File: src/design/cfs_regs.svh
// Behaviour
// - Disable pin high stops charging, high impedance
// - Disable pin high resets safety timer
// - Hot or cold pack suspends charge, freezes timers
// - Warm pack lowers regulation voltage 140 mV
// - Cool pack halves charge current target
// - Die at limit tapers charge current
// - Die trip stops converter, timers, pulses, codes
// - Restart only after die cools below trip
// - Supply below sleep level enters sleep; code stays in thermal shutdown instead
// - Supply recovery clears codes, restarts charging
// - Supply sag lowers input limit, sets flag
// - Plug-in loads supply 32 ms, then starts
// - Weak source during detection retries after 2 s
// - Weak source in operation stops converter, pulses
// - Input overvoltage stops converter, clears on recovery
// - Overvoltage ignored during detection, blocks start
// - Indicator low while charging if enabled
// - Alert pulses ignore indicator enable
// - Listed events give one 128 us pulse
// - Alert pin mirrors indicator pin
// - Regulator off in lockout, sleep, thermal shutdown
// - Error code encodings as listed
// - Supply status encodings as listed
`ifndef CFS_REGS_SVH
`define CFS_REGS_SVH

// ----------------------------------------------------------------
// Register map
// ----------------------------------------------------------------
`define CFS_IDX_STATUS   3'h0
`define CFS_IDX_SUPPLY   3'h1
`define CFS_IDX_CONTROL  3'h2
`define CFS_IDX_LIMIT    3'h5
`define CFS_ADDR_STATUS  (12'h004 * `CFS_IDX_STATUS)
`define CFS_ADDR_SUPPLY  (12'h004 * `CFS_IDX_SUPPLY)
`define CFS_ADDR_CONTROL (12'h004 * `CFS_IDX_CONTROL)
`define CFS_ADDR_LIMIT   (12'h004 * `CFS_IDX_LIMIT)

// ----------------------------------------------------------------
// Fields and reset values
// ----------------------------------------------------------------
`define CFS_PHASE_LSB      4
`define CFS_SUPPLY_LSB     6
`define CFS_IND_EN_BIT     0
`define CFS_LIMIT_FLAG_BIT 5
`define CFS_IND_EN_RST     1'h1

`define CFS_ERR_NONE    3'h0
`define CFS_ERR_THERMAL 3'h1
`define CFS_ERR_PACK    3'h2
`define CFS_ERR_WDOG    3'h3
`define CFS_ERR_SAFETY  3'h4
`define CFS_ERR_SUPPLY  3'h5
`define CFS_ERR_BATT    3'h7

`define CFS_SUP_NORMAL 2'h0
`define CFS_SUP_OVP    2'h1
`define CFS_SUP_WEAK   2'h2
`define CFS_SUP_UVLO   2'h3

`define CFS_PH_NOSRC    3'h0
`define CFS_PH_READY    3'h1
`define CFS_PH_CHARGING 3'h3
`define CFS_PH_DONE     3'h5
`define CFS_PH_FAULT    3'h7

// ----------------------------------------------------------------
// Timing
// ----------------------------------------------------------------
`define CFS_CLK_MHZ   100
`define CFS_PULSE_US  128
`define CFS_DETECT_MS 32
`define CFS_RETRY_S   2
`define CFS_PULSE_CYC  (`CFS_PULSE_US * `CFS_CLK_MHZ)
`define CFS_DETECT_CYC (`CFS_DETECT_MS * 1000 * `CFS_CLK_MHZ)
`define CFS_RETRY_CYC  (`CFS_RETRY_S * 1000000 * `CFS_CLK_MHZ)

`endif

File: src/design/cfs_pkg.sv
package cfs_pkg;

  // ----------------------------------------------------------------
  // Comparator verdicts and external event levels
  // ----------------------------------------------------------------
  typedef struct packed {
    logic chip_disable_input;
    logic above_uvlo;
    logic above_sleep;
    logic above_weak;
    logic above_ovp;
    logic at_sag;
    logic die_at_limit;
    logic die_trip;
    logic die_recovered;
    logic pack_hot;
    logic pack_cold;
    logic pack_warm;
    logic pack_cool;
    logic safety_fault;
    logic watchdog_expired;
    logic battery_fault;
    logic charging;
    logic charge_done;
  } cfs_sense_t;

  typedef enum logic [2:0] {
    ST_OFF, ST_HIZ, ST_DETECT, ST_RETRY, ST_RUN, ST_SLEEP, ST_OVP, ST_THERMAL
  } cfs_state_t;

  typedef struct packed {
    logic oe;
    logic out;
  } cfs_pin_t;

endpackage

File: src/design/cfs_sync.sv
`timescale 1ns/1ns
module cfs_sync #(
  parameter int WIDTH = 1
) (
  input  wire logic             pclk,
  input  wire logic             presetn,
  input  wire logic [WIDTH-1:0] d,
  output logic      [WIDTH-1:0] q
);

  // ----------------------------------------------------------------
  // Two-stage synchroniser
  // ----------------------------------------------------------------
  logic [WIDTH-1:0] meta;

  genvar i;
  generate
    for (i = 0; i < WIDTH; i++) begin : g_bit
      always_ff @(posedge pclk or negedge presetn) begin
        if (!presetn) begin
          meta[i] <= 1'b0;
          q[i]    <= 1'b0;
        end else begin
          meta[i] <= d[i];
          q[i]    <= meta[i];
        end
      end
    end
  endgenerate

endmodule // cfs_sync

File: src/design/cfs_top.sv
`timescale 1ns/1ns
`include "cfs_regs.svh"
module cfs_top #(
  parameter int unsigned PULSE_CYCLES  = `CFS_PULSE_CYC,
  parameter int unsigned DETECT_CYCLES = `CFS_DETECT_CYC,
  parameter int unsigned RETRY_CYCLES  = `CFS_RETRY_CYC
) (
  input  wire logic               pclk,
  input  wire logic               presetn,
  input  wire logic               psel,
  input  wire logic               penable,
  input  wire logic               pwrite,
  input  wire logic [11:0]        paddr,
  input  wire logic [31:0]        pwdata,
  output logic      [31:0]        prdata,
  output logic                    pready,
  output logic                    pslverr,
  input  wire cfs_pkg::cfs_sense_t sense,
  output logic                    converter_enable,
  output logic                    charge_enable,
  output logic                    safety_timer_reset,
  output logic                    timers_freeze,
  output logic                    vreg_minus_140mv,
  output logic                    ichg_half,
  output logic                    ichg_taper,
  output logic                    input_limit_reduce,
  output logic                    load_sink_enable,
  output logic                    charge_cycle_start,
  output logic                    internal_regulator_output,
  output logic                    charge_indicator_out,
  output logic                    charge_indicator_oe,
  output logic                    host_alert_out,
  output logic                    host_alert_oe
);

  localparam int TW = $clog2(RETRY_CYCLES + 1);
  localparam int PW = $clog2(PULSE_CYCLES + 1);

  // ----------------------------------------------------------------
  // Input synchronisation
  // ----------------------------------------------------------------
  cfs_pkg::cfs_sense_t s;
  cfs_pkg::cfs_sense_t s_q;
  logic [$bits(cfs_pkg::cfs_sense_t)-1:0] s_bits;

  cfs_sync #(.WIDTH($bits(cfs_pkg::cfs_sense_t))) u_sync (
    .pclk    (pclk),
    .presetn (presetn),
    .d       (sense),
    .q       (s_bits)
  );
  assign s = cfs_pkg::cfs_sense_t'(s_bits);

  always_ff @(posedge pclk or negedge presetn) begin
    if (!presetn) begin
      s_q <= '0;
    end else begin
      s_q <= s;
    end
  end

  // ----------------------------------------------------------------
  // Supervisory state machine
  // ----------------------------------------------------------------
  cfs_pkg::cfs_state_t state;
  cfs_pkg::cfs_state_t next_state;
  logic [TW-1:0]       tmr;
  logic                tmr_done;
  logic                pack_fault;

  assign tmr_done   = (tmr == '0);
  assign pack_fault = s.pack_hot | s.pack_cold;

  always_comb begin
    next_state = state;
    if (!s.above_uvlo) begin
      next_state = cfs_pkg::ST_OFF;
    end else if (s.die_trip) begin
      next_state = cfs_pkg::ST_THERMAL;
    end else if (s.chip_disable_input) begin
      next_state = cfs_pkg::ST_HIZ;
    end else if (!s.above_sleep && state != cfs_pkg::ST_THERMAL) begin
      next_state = cfs_pkg::ST_SLEEP;
    end else begin
      unique case (state)
        cfs_pkg::ST_OFF:    next_state = cfs_pkg::ST_DETECT;
        cfs_pkg::ST_HIZ:    next_state = cfs_pkg::ST_DETECT;
        cfs_pkg::ST_DETECT: begin
          if (!s.above_weak) begin
            next_state = cfs_pkg::ST_RETRY;
          end else if (tmr_done) begin
            next_state = s.above_ovp ? cfs_pkg::ST_OVP : cfs_pkg::ST_RUN;
          end
        end
        cfs_pkg::ST_RETRY: begin
          if (tmr_done) begin
            next_state = cfs_pkg::ST_DETECT;
          end
        end
        cfs_pkg::ST_RUN: begin
          if (!s.above_weak) begin
            next_state = cfs_pkg::ST_RETRY;
          end else if (s.above_ovp) begin
            next_state = cfs_pkg::ST_OVP;
          end
        end
        cfs_pkg::ST_SLEEP:  next_state = cfs_pkg::ST_RUN;
        cfs_pkg::ST_OVP: begin
          if (!s.above_ovp) begin
            next_state = cfs_pkg::ST_RUN;
          end
        end
        // Wait for the die to cool.
        cfs_pkg::ST_THERMAL: begin
          if (s.die_recovered) begin
            next_state = cfs_pkg::ST_RUN;
          end
        end
      endcase
    end
  end

  always_ff @(posedge pclk or negedge presetn) begin
    if (!presetn) begin
      state <= cfs_pkg::ST_OFF;
    end else begin
      state <= next_state;
    end
  end

  // One timer serves both the load window and the retry wait.
  always_ff @(posedge pclk or negedge presetn) begin
    if (!presetn) begin
      tmr <= '0;
    end else if (next_state != state) begin
      tmr <= (next_state == cfs_pkg::ST_RETRY) ? TW'(RETRY_CYCLES - 1) :
             TW'(DETECT_CYCLES - 1);
    end else if (!tmr_done) begin
      tmr <= tmr - 1'b1;
    end
  end

  // ----------------------------------------------------------------
  // Control outputs
  // ----------------------------------------------------------------
  always_ff @(posedge pclk or negedge presetn) begin
    if (!presetn) begin
      converter_enable          <= 1'b0;
      charge_enable             <= 1'b0;
      timers_freeze             <= 1'b0;
      load_sink_enable          <= 1'b0;
      internal_regulator_output <= 1'b0;
      charge_cycle_start        <= 1'b0;
    end else begin
      // Pack fault suspends charge and timers.
      converter_enable <= (next_state == cfs_pkg::ST_RUN) && !pack_fault;
      charge_enable    <= (next_state == cfs_pkg::ST_RUN) && !pack_fault;
      timers_freeze    <= pack_fault || next_state == cfs_pkg::ST_THERMAL;
      load_sink_enable <= (next_state == cfs_pkg::ST_DETECT);
      internal_regulator_output <= (next_state != cfs_pkg::ST_OFF) &&
                                   (next_state != cfs_pkg::ST_SLEEP) &&
                                   (next_state != cfs_pkg::ST_THERMAL);
      charge_cycle_start <= (next_state == cfs_pkg::ST_RUN) && (state != cfs_pkg::ST_RUN);
    end
  end

  always_ff @(posedge pclk or negedge presetn) begin
    if (!presetn) begin
      safety_timer_reset <= 1'b0;
      vreg_minus_140mv   <= 1'b0;
      ichg_half          <= 1'b0;
      ichg_taper         <= 1'b0;
      input_limit_reduce <= 1'b0;
    end else begin
      safety_timer_reset <= s.chip_disable_input;
      vreg_minus_140mv   <= s.pack_warm;
      ichg_half          <= s.pack_cool;
      ichg_taper         <= s.die_at_limit;
      input_limit_reduce <= s.at_sag;
    end
  end

  // ----------------------------------------------------------------
  // Status codes
  // ----------------------------------------------------------------
  logic [2:0] error_code;
  logic [2:0] charger_phase_code;
  logic [1:0] supply_code;
  logic       held_safety;
  logic       held_wdog;
  logic       held_batt;
  logic       supply_fault_st;

  assign supply_fault_st = (state == cfs_pkg::ST_SLEEP) || (state == cfs_pkg::ST_OVP) ||
                           (state == cfs_pkg::ST_RETRY);

  // Latched faults clear on disable; a new event in that cycle still wins.
  always_ff @(posedge pclk or negedge presetn) begin
    if (!presetn) begin
      held_safety <= 1'b0;
      held_wdog   <= 1'b0;
      held_batt   <= 1'b0;
    end else begin
      held_safety <= (s.safety_fault && !s_q.safety_fault) ||
                     (held_safety && !s.chip_disable_input);
      held_wdog   <= (s.watchdog_expired && !s_q.watchdog_expired) ||
                     (held_wdog && !s.chip_disable_input);
      held_batt   <= (s.battery_fault && !s_q.battery_fault) ||
                     (held_batt && !s.chip_disable_input);
    end
  end

  always_ff @(posedge pclk or negedge presetn) begin
    if (!presetn) begin
      error_code         <= `CFS_ERR_NONE;
      charger_phase_code <= `CFS_PH_NOSRC;
      supply_code        <= `CFS_SUP_UVLO;
    end else begin
      if (next_state == cfs_pkg::ST_THERMAL) begin
        error_code <= `CFS_ERR_THERMAL;
      end else if (next_state == cfs_pkg::ST_SLEEP || next_state == cfs_pkg::ST_OVP ||
                   next_state == cfs_pkg::ST_RETRY) begin
        error_code <= `CFS_ERR_SUPPLY;
      end else if (pack_fault) begin
        error_code <= `CFS_ERR_PACK;
      end else if (held_batt) begin
        error_code <= `CFS_ERR_BATT;
      end else if (held_safety) begin
        error_code <= `CFS_ERR_SAFETY;
      end else if (held_wdog) begin
        error_code <= `CFS_ERR_WDOG;
      end else begin
        error_code <= `CFS_ERR_NONE;
      end
      if (next_state == cfs_pkg::ST_OFF) begin
        supply_code <= `CFS_SUP_UVLO;
      end else if (next_state == cfs_pkg::ST_OVP) begin
        supply_code <= `CFS_SUP_OVP;
      end else if (next_state == cfs_pkg::ST_RETRY) begin
        supply_code <= `CFS_SUP_WEAK;
      end else begin
        supply_code <= `CFS_SUP_NORMAL;
      end
      if (next_state == cfs_pkg::ST_THERMAL || next_state == cfs_pkg::ST_SLEEP ||
          next_state == cfs_pkg::ST_OVP || next_state == cfs_pkg::ST_RETRY) begin
        charger_phase_code <= `CFS_PH_FAULT;
      end else if (next_state == cfs_pkg::ST_RUN && s.charging) begin
        charger_phase_code <= `CFS_PH_CHARGING;
      end else if (next_state == cfs_pkg::ST_RUN && s.charge_done) begin
        charger_phase_code <= `CFS_PH_DONE;
      end else if (next_state == cfs_pkg::ST_OFF) begin
        charger_phase_code <= `CFS_PH_NOSRC;
      end else begin
        charger_phase_code <= `CFS_PH_READY;
      end
    end
  end

  // ----------------------------------------------------------------
  // Alert pulses and pins
  // ----------------------------------------------------------------
  logic          alert_event;
  logic [PW-1:0] pulse_cnt;
  logic          pulse_active;
  logic          ind_enable;
  logic          drive_pin;

  function automatic logic entering(input cfs_pkg::cfs_state_t cur,
                                    input cfs_pkg::cfs_state_t nxt,
                                    input cfs_pkg::cfs_state_t tgt);
    entering = (nxt == tgt) && (cur != tgt);
  endfunction

  assign alert_event = (s.above_uvlo != s_q.above_uvlo) ||
                       (s.safety_fault && !s_q.safety_fault) ||
                       (s.watchdog_expired && !s_q.watchdog_expired) ||
                       (s.battery_fault && !s_q.battery_fault) ||
                       ((s.pack_hot || s.pack_cold) && !(s_q.pack_hot || s_q.pack_cold)) ||
                       entering(state, next_state, cfs_pkg::ST_SLEEP) ||
                       entering(state, next_state, cfs_pkg::ST_THERMAL) ||
                       entering(state, next_state, cfs_pkg::ST_RETRY) ||
                       entering(state, next_state, cfs_pkg::ST_OVP);

  assign pulse_active = (pulse_cnt != '0);

  // A new event reloads the counter.
  always_ff @(posedge pclk or negedge presetn) begin
    if (!presetn) begin
      pulse_cnt <= '0;
    end else if (alert_event) begin
      pulse_cnt <= PW'(PULSE_CYCLES);
    end else if (pulse_active) begin
      pulse_cnt <= pulse_cnt - 1'b1;
    end
  end

  assign drive_pin = alert_event || (pulse_cnt > PW'(1)) ||
                     (ind_enable && state == cfs_pkg::ST_RUN && s.charging && !pulse_active);

  // Open drain: the data is always low, only the enable moves.
  always_ff @(posedge pclk or negedge presetn) begin
    if (!presetn) begin
      charge_indicator_oe  <= 1'b0;
      charge_indicator_out <= 1'b0;
      host_alert_oe        <= 1'b0;
      host_alert_out       <= 1'b0;
    end else begin
      charge_indicator_oe  <= drive_pin;
      charge_indicator_out <= 1'b0;
      host_alert_oe        <= drive_pin;
      host_alert_out       <= 1'b0;
    end
  end

  // ----------------------------------------------------------------
  // APB slave
  // ----------------------------------------------------------------
  logic setup;
  logic mapped;

  assign setup  = psel && !penable;
  assign mapped = (paddr == `CFS_ADDR_STATUS) || (paddr == `CFS_ADDR_SUPPLY) ||
                  (paddr == `CFS_ADDR_CONTROL) || (paddr == `CFS_ADDR_LIMIT);

  always_ff @(posedge pclk or negedge presetn) begin
    if (!presetn) begin
      pready  <= 1'b0;
      pslverr <= 1'b0;
      prdata  <= 32'h0;
    end else begin
      pready  <= setup;
      pslverr <= setup && !mapped;
      prdata  <= 32'h0;
      if (setup && !pwrite) begin
        unique case (paddr)
          `CFS_ADDR_STATUS:  prdata <= {25'h0, charger_phase_code, 1'b0, error_code};
          `CFS_ADDR_SUPPLY:  prdata <= {24'h0, supply_code, 6'h0};
          `CFS_ADDR_CONTROL: prdata <= {31'h0, ind_enable};
          `CFS_ADDR_LIMIT:   prdata <= {26'h0, input_limit_reduce, 5'h0};
          default:           prdata <= 32'h0;
        endcase
      end
    end
  end

  always_ff @(posedge pclk or negedge presetn) begin
    if (!presetn) begin
      ind_enable <= `CFS_IND_EN_RST;
    end else if (psel && penable && pready && pwrite && paddr == `CFS_ADDR_CONTROL) begin
      ind_enable <= pwdata[`CFS_IND_EN_BIT];
    end
  end
endmodule // cfs_top

File: config.mk
export PLATFORM = sky130hd
export DESIGN_NAME = cfs_top
export DESIGN_NICKNAME = d
export VERILOG_FILES = /design/src/design/cfs_pkg.sv /design/src/design/cfs_sync.sv /design/src/design/cfs_top.sv
export VERILOG_INCLUDE_DIRS = /design/src /design/src/design
export SDC_FILE = /design/constraint.sdc
export NUM_CORES = 1
export LEC_CHECK = 0
export ABC_CLOCK_PERIOD_IN_PS = 8800
export BUFFER_PORTS_ARGS = -buffer_cell sky130_fd_sc_hd__buf_4
export CORE_UTILIZATION = 25
export DETAILED_ROUTE_END_ITERATION = 12
export PLACE_DENSITY = 0.44
export SYNTH_ARGS = -nofsm -noshare
export SYNTH_HDL_FRONTEND = slang
export SYNTH_HIERARCHICAL = 1
export SYNTH_SLANG_ARGS = --single-unit
export TNS_END_PERCENT = 1
File: constraint.sdc
create_clock -name pclk -period 8.8 [get_ports pclk]
set_clock_uncertainty 0.2 [all_clocks]
set_input_delay 0.88 -clock pclk [delete_from_list [all_inputs] [get_ports pclk]]
set_output_delay 0.88 -clock pclk [all_outputs]
set_load 0.005 [all_outputs]
==> flow_summary.json <==
{
  "n_fill_cell": 2177,
  "final_nets": 609,
  "status": "finished clean",
  "post_layout_nonfiller_instances": 827,
  "vias": 3593,
  "hold_violations": 0,
  "synth.ff_latch_count": 119,
  "synth_cell_type_count": 78,
  "hp-class": "reg -> reg",
  "detailed_place_hpwl_um": 7730,
  "timing_worst_slew_pin_value_ns": 0.823,
  "clk_root_buffer_cell": "clkbuf_16",
  "design_power_total_mw": 1.42,
  "first_global_vias": 3615,
  "synth_top_cell_area_share": 0.540,
  "remaining_global_route_overflow": 0,
  "drv.max_cap_violation_count": 0,
  "synth_top_area_cell": "dfrtp_1",
  "crit_end": "tmr[20]$_DFFE_PN0P_",
  "numClockSinks": 119,
  "ys.warnings.count": 6,
  "timing.reg2reg.setup_slack_ns": 5.44,
  "fin_crit_sh": 0.382,
  "grt_util_all_layers": 0.107,
  "cts_buffers": 17,
  "r2r_cells": 7,
  "crit_path_max_cell_delay_ns": 0.69,
  "clkLatencyLatePin_ns": 0.41,
  "cts_stage_hold_buffer_count": 0,
  "initial_core_utilization": 0.255,
  "die_width_um": 149,
  "dpl-instance-area_mm2": 0.00596,
  "vdd_ir_drop_max_v": 0.000112,
  "core_region_area_mm2": 0.0211,
  "worst_setup_hold_path_clk_slew_ns": 0.06,
  "place.detailed.instances": 795,
  "leakage_nw": 2.74,
  "timing.critical_path.arrival_ns": 3.43,
  "mappedNetlistArea_mm2": 0.00538,
  "timing.final.setup_violations": 0,
  "detail_route_antenna_nets": 0,
  "buffer_ports.inserted": 57,
  "antenna_found_initial": 0,
  "critical_path.max_fanout": 18,
  "setup.worst_path.start": "state[0]$_DFF_PN0_",
  "finalWirelength_um": 11000,
  "tritoncts": "yes",
  "post_cts.repair.setup_buffers": 0,
  "grt_setup_unrepaired": "false",
  "slowest_stage": "dfrtp_1",
  "clock_path_buffers": 2,
  "most_used_flip_flop_cell_after_synthesis": "dfrtp_1",
  "first_pass_iters": 6,
  "cp_data_required_time_ns": 8.87,
  "drive_gt1_frac": 0.239,
  "postLayoutCellArea_mm2": 0.00657,
  "ios": 116,
  "routabilityCongestion": 0.761,
  "critical_path.reg2reg.startpoint": "state[0]$_DFF_PN0_",
  "worstSetupStartpointType": "flip-flop",
  "grt_start_max_net_pins": 64,
  "syn_to_final_growth_pct": 22.2,
  "cp_cell_sequence": "a31oi_1, nor4_1, nor3_1, or4_1, nor3_1, o211a_2, a31oi_1",
  "floorplan.rows": 53,
  "detail_route.wl_per_cell_um": 13.3,
  "maxSlewViolCount": 0,
  "instance_count_of_the_mapped_netlist": 476,
  "synth-seq-area-share": 0.554,
  "timing.fmax_ghz": 0.297,
  "period_minus_slack_ns": 3.36,
  "slew_headroom": 0.451,
  "design.die.area_mm2": 0.0221,
  "initialDrtViolationCount": 208,
  "via_per_inst": 4.34,
  "endpoint_kind": "flip-flop",
  "totalNegativeSetupSlack_ns": 0,
  "n_antenna_cell": 0,
  "crit-reg2reg-capture": "tmr[20]$_DFFE_PN0P_",
  "async_reset_ff_frac": 1.00,
  "die_height_um": 149,
  "number_of_gates_resized_after_cts": 0,
  "number_of_h_tree_levels": 4,
  "power.density_mw_per_mm2": 217,
  "synth_top_cells_by_area": "dfrtp_1, buf_4, xnor2_1",
  "synthesis.area_per_instance_um2": 11.3,
  "post-route-drc-count": 0,
  "grt_pass1_wl_um": 18200,
  "timing.setup.critical_path_class": "reg -> reg",
  "edff_count_synth": 0
}
## synth_stat cells (3+ instances only)
cell	instances
buf_4	29
a22o_1	3
nand2_1	38
o31ai_1	3
clkbuf_1	5
inv_1	13
buf_2	4
nor2_4	8
mux2i_1	4
dfstp_2	3
o21ai_0	8
ha_1	3
dfrtp_1	116
or3_1	3
or4_1	6
xor2_1	7
nand3_1	18
nor3_1	18
or4_4	4
nor2b_1	6
nor2_1	33
nor4_1	15
nand2b_1	4
nand4_1	4
xnor2_1	24
or2_2	3
o21ai_1	10
and2_1	6
a21oi_1	17
## flip-flops by register name, indices dropped and copies added (netlist names), 2 cells and up
signal,flops
state,3
error_code,3
u_sync/q,18
charger_phase_code,3
supply_code,2
pulse_cnt,14
u_sync/meta,18
s_q,6
tmr,28
prdata,7
## cell usage in the layout, fill, tap and decap left out, types with 3 or more instances in the layout
cell	synthesis	routed
a21oi_1	17	17
a22o_1	3	3
and2_1	6	6
buf_4	29	58
bufinv_16	0	3
clkbuf_16	0	17
clkinvlp_4	0	3
conb_1	1	27
dfrtp_1	116	116
dfstp_2	3	3
ha_1	3	3
inv_1	13	13
mux2i_1	4	4
nand2_1	38	38
nand2b_1	4	4
nand3_1	18	18
nand4_1	4	4
nor2_1	33	33
nor2_4	8	8
nor2b_1	6	6
nor3_1	18	18
nor4_1	15	15
o21ai_0	8	8
o21ai_1	10	10
o31ai_1	3	3
or2_2	3	3
or3_1	3	3
or4_1	6	6
or4_4	4	4
xnor2_1	24	24
xor2_1	7	7
## final cells by class
type / count / area (um2) / share of cell area
multi-input cells: 329 / 2150 / 0.327
inverters: 14 / 52.6 / 0.00799
clock inverters: 11 / 149 / 0.0226
clock buffers: 21 / 460 / 0.0700
flip-flops and latches: 119 / 2980 / 0.454
well taps: 275 / 344 / 0.0523
repair buffers: 58 / 435 / 0.0662
## worst max-delay path, delay by kind of cell, from the launching register on
family           cells  cell delay, ns
AO/OA/AOI/OAI        3            0.85
AND/OR/NAND/NOR      4            1.48
flip-flops           1            0.69
## layer usage
metal,wire (um),global-route usage,vias up,part of all wire
li1,-,-,1756,-
met1,5400,0.144,1729,0.49
met2,4930,0.160,98,0.45
met3,525,0.0325,10,0.048
met4,147,0.0423,0,0.013
met5,0,0,-,0
## where the power goes
group | internal [mW] | switching, mW
clock network | 0.461 | 0.247
logic | 0.0494 | 0.0745
registers | 0.572 | 0.0201
## how the worst min path moves through the flow
stage | endpoint | slack [ns] | depth (start not counted) | start
2_1_floorplan | ichg_half$_DFF_PN0_ | 0.13 | 0 | u_sync/q[5]$_DFF_PN0_
3_3_place_gp | ichg_half$_DFF_PN0_ | 0.13 | 0 | u_sync/q[5]$_DFF_PN0_
3_5_place_dp | u_sync/q[17]$_DFF_PN0_ | 0.13 | 0 | u_sync/meta[17]$_DFF_PN0_
4_1_cts | u_sync/q[17]$_DFF_PN0_ | 0.15 | 0 | u_sync/meta[17]$_DFF_PN0_
5_1_grt | input_limit_reduce$_DFF_PN0_ | 0.15 | 0 | u_sync/q[12]$_DFF_PN0_
6_report | ichg_half$_DFF_PN0_ | 0.14 | 0 | u_sync/q[5]$_DFF_PN0_
## per-stage QoR
stage | hold WS, ns | util | setup slack [ns]
floorplan | 0.131 | - | 5.94
CTS | 0.146 | 0.312 | 5.41
finish | 0.145 | 0.312 | 5.44
global placement | 0.132 | 0.283 | 5.39
global route | 0.152 | 0.312 | 5.08
detailed placement | 0.135 | 0.283 | 5.42
## cells by family after synthesis
kind of cell	share of synthesized area
multiplexers	0.0116
adder cells (fa/ha/maj)	0.00884
flip-flops	0.554
XOR/XNOR	0.0505
other	0.000697
buffers and inverters	0.0638
AND/OR/NAND/NOR	0.212
AO/OA/AOI/OAI	0.0980
(Power assumes the default switching activity.)
